`src/core/tmoc_defines.vh`:
```
// register map, reset value, write mask and mode codes for the compare-output block
`ifndef TMOC_DEFINES_VH
`define TMOC_DEFINES_VH
`define TMOC_ADDR_W 8
`define TMOC_OFS_CTRL 8'h24
`define TMOC_OFS_WAVE_HI 8'h25
`define TMOC_OFS_CMP_A 8'h27
`define TMOC_OFS_CMP_B 8'h28
`define TMOC_OFS_COUNT 8'h26
`define TMOC_OFS_STATUS 8'h29
`define TMOC_CTRL_RST 8'h00
`define TMOC_CTRL_WMASK 8'hf3
`define TMOC_MAX 8'hff
`define TMOC_BOTTOM 8'h00
`define TMOC_MODE_NORMAL 3'h0
`define TMOC_MODE_PC_FF 3'h1
`define TMOC_MODE_CTC 3'h2
`define TMOC_MODE_FAST_FF 3'h3
`define TMOC_MODE_PC_CA 3'h5
`define TMOC_MODE_FAST_CA 3'h7
`define TMOC_COM_OFF 2'h0
`define TMOC_COM_TOG 2'h1
`define TMOC_COM_CLR 2'h2
`define TMOC_COM_SET 2'h3
`endif

```
`src/core/tmoc_top.v`:
```
// 8-bit timer with two compare channels and compare-output mode control
`timescale 1ns/1ns
`default_nettype none
`include "tmoc_defines.vh"
module tmoc_top (
  // clock and reset
  input wire clk_sys_in,
  input wire sys_rst_in,
  // register port
  input wire [7:0] reg_addr_in,
  input wire [7:0] reg_wdata_in,
  input wire reg_wr_in,
  input wire reg_rd_in,
  output reg [7:0] reg_rdata_out,
  // timer tick from the prescaler, same clock domain
  input wire timer_tick_enable_in,
  // port pin data and direction from the port block
  input wire [1:0] port_data_in,
  input wire [1:0] port_dir_in,
  // pins: index 0 wave_out_a, index 1 wave_out_b; oe low means driving
  output reg [1:0] pin_out,
  output reg [1:0] pin_oe_n_out,
  // compare match pulses
  output reg match_flag_a_out,
  output reg match_flag_b_out
);

  // ----------------------------------------------------------------
  // registers
  // ----------------------------------------------------------------
  reg [7:0] timer0_output_and_wave_control;
  reg wave_mode_hi_bit;
  reg [7:0] compare_value_a;
  reg [7:0] compare_value_b;
  reg [7:0] count_value;
  reg count_down;
  reg wave_out_a;
  reg wave_out_b;

  wire [1:0] chan_a_output_mode = timer0_output_and_wave_control[7:6];
  wire [1:0] chan_b_output_mode = timer0_output_and_wave_control[5:4];
  wire [1:0] wave_mode_low_bits = timer0_output_and_wave_control[1:0];
  wire [2:0] wave_mode_sel = {wave_mode_hi_bit, wave_mode_low_bits};

  // ----------------------------------------------------------------
  // mode decode
  // ----------------------------------------------------------------
  wire mode_fast = (wave_mode_sel == `TMOC_MODE_FAST_FF) ||
                   (wave_mode_sel == `TMOC_MODE_FAST_CA);
  wire mode_pc = (wave_mode_sel == `TMOC_MODE_PC_FF) ||
                 (wave_mode_sel == `TMOC_MODE_PC_CA);
  wire mode_ctc = (wave_mode_sel == `TMOC_MODE_CTC);
  wire top_is_cmp = mode_ctc || (wave_mode_sel == `TMOC_MODE_PC_CA) ||
                    (wave_mode_sel == `TMOC_MODE_FAST_CA);
  wire [7:0] top_value = top_is_cmp ? compare_value_a : `TMOC_MAX;
  wire at_top = (count_value == top_value);
  wire at_bottom = (count_value == `TMOC_BOTTOM);

  // next output level for one channel; allow_tog separates a from b
  function [1:0] chan_next; // {drive_change, value}
    input [1:0] mode;
    input cur;
    input match;
    input [7:0] cmp;
    input allow_tog;
    reg hit;
    begin
      chan_next = {1'b0, cur};
      hit = match;
      if ((mode_fast || mode_pc) && mode[1] && (cmp == top_value))
        hit = 1'b0;
      if (!(mode_fast || mode_pc)) begin
        if (hit) begin
          case (mode)
            `TMOC_COM_TOG: chan_next = {1'b1, ~cur};
            `TMOC_COM_CLR: chan_next = 2'b10;
            `TMOC_COM_SET: chan_next = 2'b11;
            default: chan_next = {1'b0, cur};
          endcase
        end
      end else if (mode == `TMOC_COM_TOG) begin
        // toggle only for channel a with the high wave bit
        if (hit && allow_tog && wave_mode_hi_bit)
          chan_next = {1'b1, ~cur};
      end else if (mode[1]) begin
        if (mode_fast) begin
          if (hit)
            chan_next = {1'b1, mode[0]};
          else if (at_top)
            chan_next = {1'b1, ~mode[0]};
        end else begin
          // dual slope: the top case still acts as the down-match level
          if (hit)
            chan_next = {1'b1, count_down ? ~mode[0] : mode[0]};
          else if (mode[1] && (cmp == top_value) && at_top)
            chan_next = {1'b1, ~mode[0]};
        end
      end
    end
  endfunction

  // compare hit, shared by the wave logic and the match pulses
  function same8;
    input [7:0] lhs;
    input [7:0] rhs;
    begin
      same8 = (lhs == rhs);
    end
  endfunction

  // a channel owns its pin whenever its mode field is nonzero
  function owns_pin;
    input [1:0] mode;
    begin
      owns_pin = (mode != `TMOC_COM_OFF);
    end
  endfunction

  wire match_a = same8(count_value, compare_value_a);
  wire match_b = same8(count_value, compare_value_b);
  wire [1:0] next_a = chan_next(chan_a_output_mode, wave_out_a, match_a,
                                compare_value_a, 1'b1);
  wire [1:0] next_b = chan_next(chan_b_output_mode, wave_out_b, match_b,
                                compare_value_b, 1'b0);

  // ----------------------------------------------------------------
  // counter next state
  // ----------------------------------------------------------------
  reg [7:0] next_count_value;
  reg next_count_down;
  reg next_wave_out_a;
  reg next_wave_out_b;

  // tick is a plain enable term here, so no second clock domain exists
  always @* begin
    next_count_value = count_value;
    next_count_down = count_down;
    next_wave_out_a = wave_out_a;
    next_wave_out_b = wave_out_b;
    if (timer_tick_enable_in) begin
      next_wave_out_a = next_a[0];
      next_wave_out_b = next_b[0];
      if (mode_pc) begin
        // dual slope turns at top and bottom; top lasts one tick
        if (at_top)
          next_count_down = 1'b1;
        else if (at_bottom)
          next_count_down = 1'b0;
        if ((at_top && !count_down) || (count_down && !at_bottom))
          next_count_value = count_value - 8'h01;
        else
          next_count_value = count_value + 8'h01;
      end else begin
        next_count_down = 1'b0;
        // normal mode wraps at max by itself
        if (at_top && (mode_ctc || mode_fast))
          next_count_value = `TMOC_BOTTOM;
        else
          next_count_value = count_value + 8'h01;
      end
    end
  end

  // ----------------------------------------------------------------
  // counter and waveform state
  // ----------------------------------------------------------------
  // loaded on every edge; idle cycles simply reload the old value
  always @(posedge clk_sys_in or posedge sys_rst_in) begin
    if (sys_rst_in) begin
      count_value <= 8'h00;
      count_down <= 1'b0;
      wave_out_a <= 1'b0;
      wave_out_b <= 1'b0;
    end else begin
      count_value <= next_count_value;
      count_down <= next_count_down;
      wave_out_a <= next_wave_out_a;
      wave_out_b <= next_wave_out_b;
    end
  end

  // ----------------------------------------------------------------
  // match pulses and pin mux
  // ----------------------------------------------------------------
  reg [1:0] next_pin_out;
  reg [1:0] next_pin_oe_n_out;
  reg next_match_flag_a;
  reg next_match_flag_b;

  always @* begin
    next_match_flag_a = timer_tick_enable_in && match_a;
    next_match_flag_b = timer_tick_enable_in && match_b;
    // override only when the mode field is nonzero
    next_pin_out[0] = owns_pin(chan_a_output_mode) ? wave_out_a : port_data_in[0];
    next_pin_out[1] = owns_pin(chan_b_output_mode) ? wave_out_b : port_data_in[1];
    // driver enable follows direction alone, never the mode field
    next_pin_oe_n_out = ~port_dir_in;
  end

  // pins lag the wave state by one cycle so every output is a flop
  always @(posedge clk_sys_in or posedge sys_rst_in) begin
    if (sys_rst_in) begin
      match_flag_a_out <= 1'b0;
      match_flag_b_out <= 1'b0;
      pin_out <= 2'h0;
      pin_oe_n_out <= 2'h3;
    end else begin
      match_flag_a_out <= next_match_flag_a;
      match_flag_b_out <= next_match_flag_b;
      pin_out <= next_pin_out;
      pin_oe_n_out <= next_pin_oe_n_out;
    end
  end

  // ----------------------------------------------------------------
  // register port, write side
  // ----------------------------------------------------------------
  reg [7:0] next_timer0_output_and_wave_control;
  reg next_wave_mode_hi_bit;
  reg [7:0] next_compare_value_a;
  reg [7:0] next_compare_value_b;

  // reserved bits are masked on the way in so they never read back set
  always @* begin
    next_timer0_output_and_wave_control = timer0_output_and_wave_control;
    next_wave_mode_hi_bit = wave_mode_hi_bit;
    next_compare_value_a = compare_value_a;
    next_compare_value_b = compare_value_b;
    if (reg_wr_in) begin
      case (reg_addr_in)
        `TMOC_OFS_CTRL:
          next_timer0_output_and_wave_control = reg_wdata_in & `TMOC_CTRL_WMASK;
        `TMOC_OFS_WAVE_HI: next_wave_mode_hi_bit = reg_wdata_in[0];
        `TMOC_OFS_CMP_A: next_compare_value_a = reg_wdata_in;
        `TMOC_OFS_CMP_B: next_compare_value_b = reg_wdata_in;
        default: ;
      endcase
    end
  end

  // compare values act at once; no buffering up to top
  always @(posedge clk_sys_in or posedge sys_rst_in) begin
    if (sys_rst_in) begin
      timer0_output_and_wave_control <= `TMOC_CTRL_RST;
      wave_mode_hi_bit <= 1'b0;
      compare_value_a <= 8'h00;
      compare_value_b <= 8'h00;
    end else begin
      timer0_output_and_wave_control <= next_timer0_output_and_wave_control;
      wave_mode_hi_bit <= next_wave_mode_hi_bit;
      compare_value_a <= next_compare_value_a;
      compare_value_b <= next_compare_value_b;
    end
  end

  // ----------------------------------------------------------------
  // register port, read side
  // ----------------------------------------------------------------
  reg [7:0] next_reg_rdata;

  // data stand for one cycle only; idle cycles read zero
  always @* begin
    next_reg_rdata = 8'h00;
    if (reg_rd_in) begin
      case (reg_addr_in)
        `TMOC_OFS_CTRL: next_reg_rdata = timer0_output_and_wave_control;
        `TMOC_OFS_WAVE_HI: next_reg_rdata = {7'h00, wave_mode_hi_bit};
        `TMOC_OFS_CMP_A: next_reg_rdata = compare_value_a;
        `TMOC_OFS_CMP_B: next_reg_rdata = compare_value_b;
        `TMOC_OFS_COUNT: next_reg_rdata = count_value;
        // status lets software see direction and both wave levels
        `TMOC_OFS_STATUS: next_reg_rdata = {5'h00, count_down, wave_out_b, wave_out_a};
        default: next_reg_rdata = 8'h00;
      endcase
    end
  end

  always @(posedge clk_sys_in or posedge sys_rst_in) begin
    if (sys_rst_in) begin
      reg_rdata_out <= 8'h00;
    end else begin
      reg_rdata_out <= next_reg_rdata;
    end
  end

endmodule // tmoc_top
`default_nettype wire
```
`config.mk`:
```
export PLATFORM = sky130hd
export DESIGN_NAME = tmoc_top
export DESIGN_NICKNAME = d
export VERILOG_FILES = /design/src/core/tmoc_top.v
export VERILOG_INCLUDE_DIRS = /design/src /design/src/core
export SDC_FILE = /design/constraint.sdc
export NUM_CORES = 1
export LEC_CHECK = 0
export BUFFER_PORTS_ARGS = -buffer_cell sky130_fd_sc_hd__buf_2
export CAP_MARGIN = 25
export CORE_MARGIN = 1.5
export CORE_UTILIZATION = 25
export CTS_BUF_LIST = sky130_fd_sc_hd__clkbuf_16
export DETAILED_ROUTE_END_ITERATION = 8
export PLACE_DENSITY = 0.44
export SYNTH_ARGS = -nofsm -noshare
export SYNTH_HDL_FRONTEND = slang
export SYNTH_SLANG_ARGS = --single-unit
```
`constraint.sdc`:
```
create_clock -name clk_sys_in -period 7 [get_ports clk_sys_in]
set_clock_uncertainty 0.1 [all_clocks]
set_input_delay 0.7 -clock clk_sys_in [delete_from_list [all_inputs] [get_ports clk_sys_in]]
set_output_delay 0.7 -clock clk_sys_in [all_outputs]
set_load 0.05 [all_outputs]
```
Word-level counts from Yosys, hierarchy flattened
Cells that the tools add are included.
- add/sub/neg operators: 2
- equal/unequal tests: 29
- multiplexer cells: 36
- bitwise logic cells: 5
- reduce and logical (&&, ||, !) cells: 39
- operator list (kind ; count):
    $eq A8 B6 Y1 const B ; 6
    $pmux W8 S6 ; 1
    $eq A8 B8 Y1 ; 5
    $mux W8 ; 5
    $mux W1 ; 28
    $reduce_bool A4 Y1 ; 4
    $logic_and A1 B1 Y1 ; 14
    $reduce_and A7 Y1 ; 2
    $reduce_and A2 Y1 ; 5
    $add A8 B1 Y8 const B ; 1
    $eq A2 B2 Y1 const B ; 4
    $logic_not A8 Y1 ; 1
    $ne A4 B1 Y1 const B ; 2
    $reduce_bool A2 Y1 ; 4
    $sub A8 B1 Y8 const B ; 1
    $logic_or A1 B1 Y1 ; 7
    $eq A3 B2 Y1 const B ; 2
    $eq A3 B3 Y1 const B ; 2
    $ne A3 B2 Y1 const B ; 2
    $pmux W1 S3 ; 2
    $eq A2 B1 Y1 const B ; 2
    $ne A2 B2 Y1 const B ; 2
    $not A1 Y1 ; 4
    $eq A3 B1 Y1 const B ; 1
    3 further kinds ; 4
- bits in registers: 48
- input bits: 25

Longest topological paths before layout
Gate-level depths: netlist (run 1).
- word-level depth: 13
- gate-level depth with buffers: 11
- gate-level depth less buffers: 9

Worst setup path before layout (run 1)
Ideal clock, no wire load.
- path kind: input-to-reg
- start: input port reg_addr_in[4]
- end: register timer0_output_and_wave_control[0]
- arrival: 2783 ps
- required time: 6775 ps
- path slack: 3992 ps
- stages: 5
- cell sequence: or4b_2 > or3b_2 > nor3_1 > nand2_1 > mux2_2
- longest elaborated chain between the ends: 2
- RTL lines (what ; line ; source):
    from (decl) ; tmoc_top.v:10 ; input wire [7:0] reg_addr_in,
    $eq A8 B6 Y1 ; tmoc_top.v:230 ; case (reg_addr_in)
    $reduce_and A2 Y1 (no source line) ; - ;
    to (signal assigned) ; tmoc_top.v:244 ; timer0_output_and_wave_control <= `TMOC_CTRL_RST;
    to (signal assigned) ; tmoc_top.v:249 ; timer0_output_and_wave_control <= next_timer0_output_and_wave_control;
    to (decl) ; tmoc_top.v:31 ; reg [7:0] timer0_output_and_wave_control;
No other way between the ends.
A chain may end at the register's enable or synchronous reset.

Worst setup path in the final report (run 1)
- start: input port reg_addr_in[4]
- end: register compare_value_b[0]
- longest elaborated chain between the ends: 2
- RTL lines (what ; line ; source):
    $eq A8 B6 Y1 ; tmoc_top.v:230 ;
    $reduce_and A2 Y1 (no source line) ; - ;
    to (signal assigned) ; tmoc_top.v:252 ; compare_value_b <= next_compare_value_b;
    to (decl) ; tmoc_top.v:34 ; reg [7:0] compare_value_b;
No other way between the ends.

==> impl_metrics.toml, run 1 <==
[critical_path]
cp-start-kind = "input port"
cp-end-kind = "flip-flop"
criticalPathCategory = "input port to flip-flop"
arrival_ps = 3250
rr_worst_depth = 7
cp.required_ps = 7080
cp_max_fo = 12

[clock_network]
cts_setup_buffers = 0
numCtsBuffers = 5
h-tree-depth = 2
clock-sinks = 48
ctsResizeCount = 0
cts-root-buf = "clkbuf_16"
tritoncts = "yes"
worst_skew_pair.late_latency_ps = 300
clockBufferDepth = 2
cts_hold_buf = 0
clkTransAtPathRegs_ps = 70

[place]
globalplace.congestion = 0.844
post-place-ws_ps = 3520
placed_cells = 565
dpl.hpwl_um = 7790
portBuffers = 38

[drt]
firstDrtPassIters = 5
drc_errors = 0
ant_nets = 0
avgViaCountPerCell = 5.46
wl_per_cell_um = 18.6
routed_wl_um = 10700
first_iter_violations = 260
vias = 3126

[synthesis]
yosysWarnings = 0
synth_ff_type = "dfrtp_1"
synth_nets = 409
synth_edf_count = 0
syn_area_sq_um = 3450
synth_cells = 378
async_flop_share_pct = 100
ys_seq_elements = 48
synth-seq-area-share_pct = 34.9
yosysUniqueCellTypes = 70
avgSynthCellArea_sq_um = 9.13

[timing]
setup_viol = 0
rsz0062_at_grt = "no"
period_share_pct = 45.3
period_minus_slack_ps = 3170
slew_violations = 0
setup-tns-final_ps = 0
worst_slew_margin_rel_pct = 32.1
whs_ps = 241
fmax_ghz = 0.316
setup_ws_ps = 3830
tightest_slew_ps = 1020
hold_viol_final = 0

[cells_and_area]
layout_commonest_cell = "dfrtp_1"
mostFrequentLayoutCells = "46 x dfrtp_1, 38 x buf_2, 31 x nor2_1, 25 x mux2_2, 24 x nand2_1"
stdcell_count = 573
areaGrowthSynthToFinish_pct = 13.0
fill_cells = 1417
nets = 427
antenna_cells = 0
layout-drive-gt1-share_pct = 22.4

[die]
core_area_sq_um = 13300
floorplan.die_area_sq_um = 14500
pin_count = 39
rows = 42
initial_utilization_pct = 25.9
fp.dieW_um = 121
fp.dieH_um = 121

[job]
cap_viol_max_count = 0

[global_routing]
gr-total-overflow = 0
grt_max_degree = 37
gr-usage-all-layers_pct = 15.2
grt_pass1_wl_um = 17200
antenna_found_initial = 0
grt_pass1_vias = 2969

[power]
peakVddDrop_v = 0.000125
power.leakage_uw = 0.00158
p_per_area_nw_per_um2 = 234

[outcome]
outcome = "completed"

[worst_hold_path]
hp-class = "input port to async pin"
==> Yosys cell counts (all sizes together), types with 5 or more instances <==
cell	number	area, sq um
buf	10	66.3
mux2	25	282
nor2	31	116
o21ai	17	85.1
mux2i	6	60.1
a211oi	8	60.1
ha	6	75.1
nand2	25	101
xnor2	17	149
inv	16	60.1
nand3	7	35.0
nor3	6	30.0
nor3b	5	42.5
nand4	8	50.1
a32oi	6	60.1
dfrtp	46	1150
nand4b	5	43.8
or3	6	37.5
a221oi	6	52.6
a21oi	12	60.1
a22oi	11	82.6
clkbuf	19	73.8
a31oi	6	37.5
==> stage by stage <==
step                      power (uW)  instance area, sq um  utilization (%)
after floorplan                  589                  3450                -
after detailed placement         661                  3760             28.1
after global routing             967                  3900             29.2
final                            912                  3900             29.2
after global placement           661                  3740             28.0
after CTS                        921                  3900             29.2
==> cells by family after synthesis <==
kind of cell    Yosys count  synth area share, %
compound gates          104                 21.9
xor+xnor                 20                 5.07
fa+ha+maj                 6                 2.17
buf+inv                  45                 5.80
flops                    48                 34.9
mux                      32                 10.5
simple gates            123                 19.7
==> per-layer routing <==
metal | up-vias | global-route usage, % | wire length, um
li1 | 1461 | - | -
met1 | 1546 | 21.4 | 4930
met2 | 109 | 23.6 | 4960
met3 | 10 | 2.45 | 625
met4 | 0 | 4.71 | 164
met5 | - | 0 | 0
==> area by class of cell <==
class	count	area [sq um]	area share (%)
Multi-Input combinational cell	285	2050	52.7
Clock inverter	3	20.0	0.513
Tap cell	176	220	5.64
Inverter	16	60.1	1.54
Clock buffer	5	125	3.21
Sequential cell	48	1200	30.9
Timing Repair Buffer	40	218	5.58
==> worst paths after layout <==
kind / from / slack [ps] / to
worst min-delay path: sys_rst_in / 240 / compare_value_b[5]
max in group asynchronous: sys_rst_in / 6050 / count_value[0]
worst max-delay path: reg_addr_in[4] / 3830 / compare_value_b[0]
worst max register to register: wave_mode_hi_bit / 3950 / count_value[6]
min in group clk_sys_in: port_dir_in[0] / 400 / pin_oe_n_out[0]
worst min register to register: wave_out_a / 520 / wave_out_a
==> state kept, by name, indices dropped and copies added, names as in the netlist <==
| register | cells |
|---|---|
| compare_value_a | 8 |
| compare_value_b | 8 |
| count_down | 1 |
| count_value | 8 |
| match_flag_a_out | 1 |
| match_flag_b_out | 1 |
| pin_oe_n_out | 2 |
| pin_out | 2 |
| reg_rdata_out | 8 |
| timer0_output_and_wave_control | 6 |
| wave_mode_hi_bit | 1 |
| wave_out_a | 1 |
| wave_out_b | 1 |
==> power breakdown <==
group / total, uW / switching (uW) / internal (uW)
Combinational: 246 / 126 / 121
Sequential: 412 / 108 / 305
Clock: 253 / 121 / 132
==> worst max-delay path: stages <==
cell      delay, ps
buf_2            90
or4b_2          710
nor4b_2         860
nand3b_1        470
mux2_2          410
(Power assumes the default switching activity.)
==> run 2, diff against run 1 <==
--- a/config.mk
+++ b/config.mk
@@ -6,6 +6,7 @@
 export SDC_FILE = /design/constraint.sdc
 export NUM_CORES = 1
 export LEC_CHECK = 0
+export ABC_AREA = 1
 export BUFFER_PORTS_ARGS = -buffer_cell sky130_fd_sc_hd__buf_2
 export CAP_MARGIN = 25
 export CORE_MARGIN = 1.5
==> constraint.sdc (replaced) <==
create_clock -name clk_sys_in -period 3.19 [get_ports clk_sys_in]
set_clock_uncertainty 0.1 [all_clocks]
set_input_delay 0.319 -clock clk_sys_in [delete_from_list [all_inputs] [get_ports clk_sys_in]]
set_output_delay 0.319 -clock clk_sys_in [all_outputs]
set_load 0.05 [all_outputs]
==> run 2 against run 1 <==
Net effect: global-route usage decreased by 0.077 points; critical endpoint is now wave_out_b; clock power rose to 2.8 times the previous value; area after synthesis fell by 5.7%; synthesized cell count grew 22%; via count shrank 2.0%; non-clock buffer count increased by 2; worst hold slack lost 220 ps.
==> impl_metrics.toml, run 2 <==
[timing]
tightest_slew_ps = 561
fmax_ghz = 0.425
setup_viol = 0
setup-tns-final_ps = 0
period_minus_slack_ps = 2350
slew_violations = 0
rsz0062_at_grt = "no"
period_share_pct = 73.8
hold_viol_final = 0
worst_slew_margin_rel_pct = 62.6

[critical_path]
cp_max_fo = 16
criticalPathCategory = "flip-flop to flip-flop"
arrival_ps = 2460
rrSetupSlack_ps = 840
rr_worst_depth = 11
r2r_end = "wave_out_b"
crit_path_end = "wave_out_b"
startpoint = "timer0_output_and_wave_control[0]"
cp-end-kind = "flip-flop"
reg2reg_from = "timer0_output_and_wave_control[0]"
cp-start-kind = "flip-flop"
cp.required_ps = 3290

[clock_network]
cts_setup_buffers = 0
tritoncts = "yes"
ctsResizeCount = 0
clockBufferDepth = 2
clock-sinks = 48
h-tree-depth = 2
clkTransAtPathRegs_ps = 70
numCtsBuffers = 5
cts-root-buf = "clkbuf_16"
worst_skew_pair.late_latency_ps = 310
cts_hold_buf = 2

[cells_and_area]
layout_commonest_cell = "nand2_1"
fill_cells = 1450
layout-drive-gt1-share_pct = 14.7
mostFrequentLayoutCells = "125 x nand2_1, 57 x inv_1, 46 x dfrtp_1, 38 x buf_2, 34 x o21ai_0"
antenna_cells = 0
nets = 526
areaGrowthSynthToFinish_pct = 17.7
final_util_pct = 30.3

[synthesis]
ys_seq_elements = 48
synth_edf_count = 0
syn_area_sq_um = 3260
synth_cells = 460
yosys.area.top_type = "dfrtp_1"
synth-seq-area-share_pct = 37.0
async_flop_share_pct = 100
ys_top_cells_by_area = "dfrtp_1 35%, nand2_1 14%, inv_1 6.7%, o21ai_0 5.2%, nand3_1 5.1%"
synth_ff_type = "dfrtp_1"
ys_top_cells_by_count = "125 x nand2_1, 58 x inv_1, 46 x dfrtp_1, 34 x o21ai_0, 33 x nand3_1"
yosysTopAreaCellShare_pct = 35.3
yosysUniqueCellTypes = 40
avgSynthCellArea_sq_um = 7.08
synth_nets = 491
yosysWarnings = 0
yosysMostFrequentCell = "nand2_1"

[die]
fp.dieW_um = 117
pin_count = 39
fp.dieH_um = 117
core_area_sq_um = 12700
floorplan.die_area_sq_um = 13700
rows = 41
initial_utilization_pct = 25.7

[place]
globalplace.congestion = 0.822
dpl.hpwl_um = 7550
portBuffers = 38

[drt]
first_iter_violations = 216
drc_errors = 0
vias = 3062
wl_per_cell_um = 14.2
ant_nets = 0
firstDrtPassIters = 4
avgViaCountPerCell = 4.58
routed_wl_um = 9520

[global_routing]
gr-usage-all-layers_pct = 15.1
gr-total-overflow = 0
grt_pass1_vias = 2949
antenna_found_initial = 0
grt_max_degree = 26
grt_pass1_wl_um = 15500

[power]
peakVddDrop_v = 0.000288
p_switching_uw = 728
pwr-share-seq_pct = 38.4
internal_power_uw = 1320
power.leakage_uw = 0.00181
p_clk_share_pct = 34.6
p_per_area_nw_per_um2 = 534
p_comb_share_pct = 27.1
switching_share_pct = 35.5

[job]
cap_viol_max_count = 0

[outcome]
outcome = "completed"

[worst_hold_path]
hp-class = "input port to flip-flop"
min_from = "port_dir_in[0]"
min_path_cells = 2
run 2: through the flow:
step	std cells	total power, uW	setup WS [ps]	cell area (sq um)	hold slack, ps
3_3_place_gp	657	1350	946	3600	332
6_report	668	2050	836	3830	16.6
3_5_place_dp	658	1350	823	3620	330
4_1_cts	668	2070	813	3830	9.21
5_1_grt	668	2180	603	3830	13.2
2_1_floorplan	460	1200	1390	3260	245
run 2: worst min-delay path by stage:
| stage | to | slack (ps) |
|---|---|---|
| after floorplan | pin_oe_n_out[0] | 250 |
| after global placement | pin_oe_n_out[1] | 330 |
| after detailed placement | timer0_output_and_wave_control[4] | 330 |
| after CTS | pin_oe_n_out[0] | 9 |
| after global routing | pin_oe_n_out[0] | 10 |
| final | pin_oe_n_out[0] | 20 |
run 2: kinds of logic (layout without fill, tap and decap cells):
logic type / Yosys count / count (layout) / share of synthesized area, %
flip-flops: 48 / 48 / 37.0
buffers and inverters: 80 / 116 / 9.76
multiplexers: 2 / 2 / 0.691
adder cells (fa/ha/maj): 6 / 6 / 2.30
AND/OR/NAND/NOR: 230 / 230 / 32.4
XOR/XNOR: 19 / 19 / 5.11
AO/OA/AOI/OAI: 75 / 75 / 12.8
run 2: power by group through the flow:
stage                     logic (uW)  registers [uW]  clock network (uW)
final                            554             786                 709
after global routing             637             798                 750
after CTS                        556             783                 735
after detailed placement         554             794                   0
after global placement           550             797                   0
after floorplan                  481             723                   0
run 2: metal layers:
metal,vias up,part of all wire (%),global-route usage (%)
li1,1570,-,-
met1,1432,50,21.3
met2,55,46,23.4
met3,5,3.5,3.24
met4,0,0.78,3.86
met5,-,0,0
run 2: critical path: stages (launching register included):
cell and delay, ps:
dfrtp_1 560, inv_2 140, nand2_2 280, nand2_4 150
o21ai_1 150, nand3_1 80, nor2_1 210, nand3_1 150
a21oi_1 150, nand2_1 90, a21oi_1 130, nor2_1 60
run 2: cell type report:
cell class                 instances  area, sq um  area share, %
timing repair buffer              42          238           6.20
clock inverter                     3         68.8           1.80
sequential                        48         1200           31.4
clock buffer                       5          125           3.26
tap                              172          215           5.61
multi-input combinational        332         1740           45.3
inverter                          66          248           6.46
==> run 3, diff against run 2 <==
--- a/config.mk
+++ b/config.mk
@@ -13,7 +13,7 @@
 export CORE_UTILIZATION = 25
 export CTS_BUF_LIST = sky130_fd_sc_hd__clkbuf_16
 export DETAILED_ROUTE_END_ITERATION = 8
-export PLACE_DENSITY = 0.44
+export PLACE_DENSITY = 0.45
 export SYNTH_ARGS = -nofsm -noshare
 export SYNTH_HDL_FRONTEND = slang
 export SYNTH_SLANG_ARGS = --single-unit
==> constraint.sdc (replaced) <==
create_clock -name clk_sys_in -period 2.1 [get_ports clk_sys_in]
set_clock_uncertainty 0.1 [all_clocks]
set_input_delay 0.21 -clock clk_sys_in [delete_from_list [all_inputs] [get_ports clk_sys_in]]
set_output_delay 0.21 -clock clk_sys_in [all_outputs]
set_load 0.05 [all_outputs]
==> run 3 against run 2 <==
Net effect: fmax increased by 19%; setup slack worse by 720 ps; sequential cell count unchanged; power increased by 44%; sequential power up 45%; worst hold slack improved by 7.2 ps; largest power group unchanged.
==> impl_metrics.toml, run 3 (synthesis results as in run 2) <==
[cells_and_area]
mostFrequentLayoutCells = "123 x nand2_1, 57 x inv_1, 43 x dfrtp_1, 38 x buf_2, 33 x o21ai_0"
antenna_cells = 0
layout-drive-gt1-share_pct = 20.3
areaGrowthSynthToFinish_pct = 23.6
nets = 547
layout_commonest_cell = "nand2_1"
fill_cells = 1409
stdcell_count = 689

[clock_network]
clkTransAtPathRegs_ps = 70
h-tree-depth = 2
clockBufferDepth = 2
numCtsBuffers = 5
worst_skew_pair.late_latency_ps = 290
clock-sinks = 48
tritoncts = "yes"
cts-root-buf = "clkbuf_16"

[critical_path]
criticalPathCategory = "flip-flop to flip-flop"
cp.required_ps = 2190
r2r_end = "wave_out_b"
rrSetupSlack_ps = 120
crit_path_cell_trace = "inv_2, nand2_4, nand2_8, nand2_8, o21bai_1, nand3_1, nor2_2, nand3_2, a21oi_2, nand2_2, a21oi_2, nor2_1"
cp-start-kind = "flip-flop"
rr_worst_depth = 12
crit_slowest_cell = "dfrtp_1"
reg2reg_from = "timer0_output_and_wave_control[0]"
arrival_ps = 2070
cp-end-kind = "flip-flop"
cp_max_fo = 12
cp_slowest_stage_delay_ps = 390

[global_routing]
grt_pass1_wl_um = 15800
grt_max_degree = 30
use_met1_pct = 21.6
gr-total-overflow = 0
gr-usage-all-layers_pct = 15.0
antenna_found_initial = 0
grt_use_met2_pct = 23.9
use_met3_pct = 2.27
grt_pass1_vias = 3020
busiest_layer = "met2"

[drt]
routed_wl_um = 9870
first_iter_violations = 246
avgViaCountPerCell = 4.64
wl_per_cell_um = 14.3
ant_nets = 0
firstDrtPassIters = 5
vias = 3196
drc_errors = 0

[timing]
tightest_slew_ps = 480
hold_viol_final = 0
fmax_ghz = 0.505
period_share_pct = 94.3
setup_viol = 0
period_minus_slack_ps = 1980
setup-tns-final_ps = 0
rsz0062_at_grt = "no"
worst_slew_margin_rel_pct = 67.9
slew_violations = 0

[place]
dpl.hpwl_um = 7700
placed_cells = 671
portBuffers = 38
globalplace.congestion = 0.838

[job]
cap_viol_max_count = 0

[die]
fp.dieH_um = 117
fp.dieW_um = 117
floorplan.die_area_sq_um = 13700
pin_count = 39
initial_utilization_pct = 25.7
core_area_sq_um = 12700
rows = 41

[worst_hold_path]
min_to = "reg_rdata_out[3]"
min_from = "reg_rd_in"
min_path_cells = 3
hp-class = "input port to flip-flop"

[outcome]
outcome = "completed"

[power]
power.leakage_uw = 0.00190
peakVddDrop_v = 0.000297
p_per_area_nw_per_um2 = 735
-- run 3: cell count changes in the layout (fill, tap and decap cells not counted), sizes merged --
cell / before / now
buf: 40 / 59
bufinv: 2 / 0
clkinv: 2 / 4
dlygate4sd3: 2 / 3
nand2: 132 / 133
-- run 3: what timing repair did --
action	4_1_cts	5_1_grt
buffers inserted	0	6
pin swaps	0	8
setup endpoints to repair	1	10
hold buffers	3	0
resized for setup	1	23
hold endpoints to repair	19	0
cloned	0	1
-- run 3: routing by layer --
metal  vias up  part of all wire [%]
met3        11                   3.7
met4         0                   1.2
met1      1493                    49
met5         -                     0
met2        78                    46
li1       1614                     -
-- run 3: metrics by stage --
stage	total power (uW)	setup slack, ps	hold WS [ps]	util (%)	cell area (sq um)
2_1_floorplan	1830	302	136	-	3260
3_3_place_gp	2130	88.1	147	29.3	3720
3_5_place_dp	2130	5.03	158	29.3	3720
4_1_cts	2950	39.6	21.3	30.7	3890
5_1_grt	3180	9.15	23.8	31.8	4030
6_report	2960	120	23.8	31.8	4030
-- run 3: critical path: cells and delay by family (launching register included) --
family,cells,cell delay (ps)
AOI/OAI and AO/OA,3,430
and+or+nand+nor,8,850
DFF,1,390
buffers and inverters,1,110
-- run 3: power by group --
part	switching [uW]	total [uW]	internal, uW
combinational	623	1010	392
sequential	129	1140	1010
clock	367	804	436
-- run 3: layout make-up --
class	count	area [sq um]	share of cell area, %
multi-input combinational	333	1820	45.2
clock inverter	3	16.3	0.404
inverter	66	250	6.22
tap	172	215	5.34
clock buffer	5	125	3.11
sequential	48	1210	30.0
timing repair buffer	62	394	9.79
-- run 3: worst max path at each step --
| stage | end | from |
|---|---|---|
| floorplan | count_value[7] | timer0_output_and_wave_control[0] |
| global placement | wave_out_b | timer0_output_and_wave_control[0] |
| detailed placement | wave_out_b | timer0_output_and_wave_control[0] |
| CTS | wave_out_b | timer0_output_and_wave_control[0] |
| global route | wave_out_b | timer0_output_and_wave_control[0] |
| finish | wave_out_b | timer0_output_and_wave_control[0] |
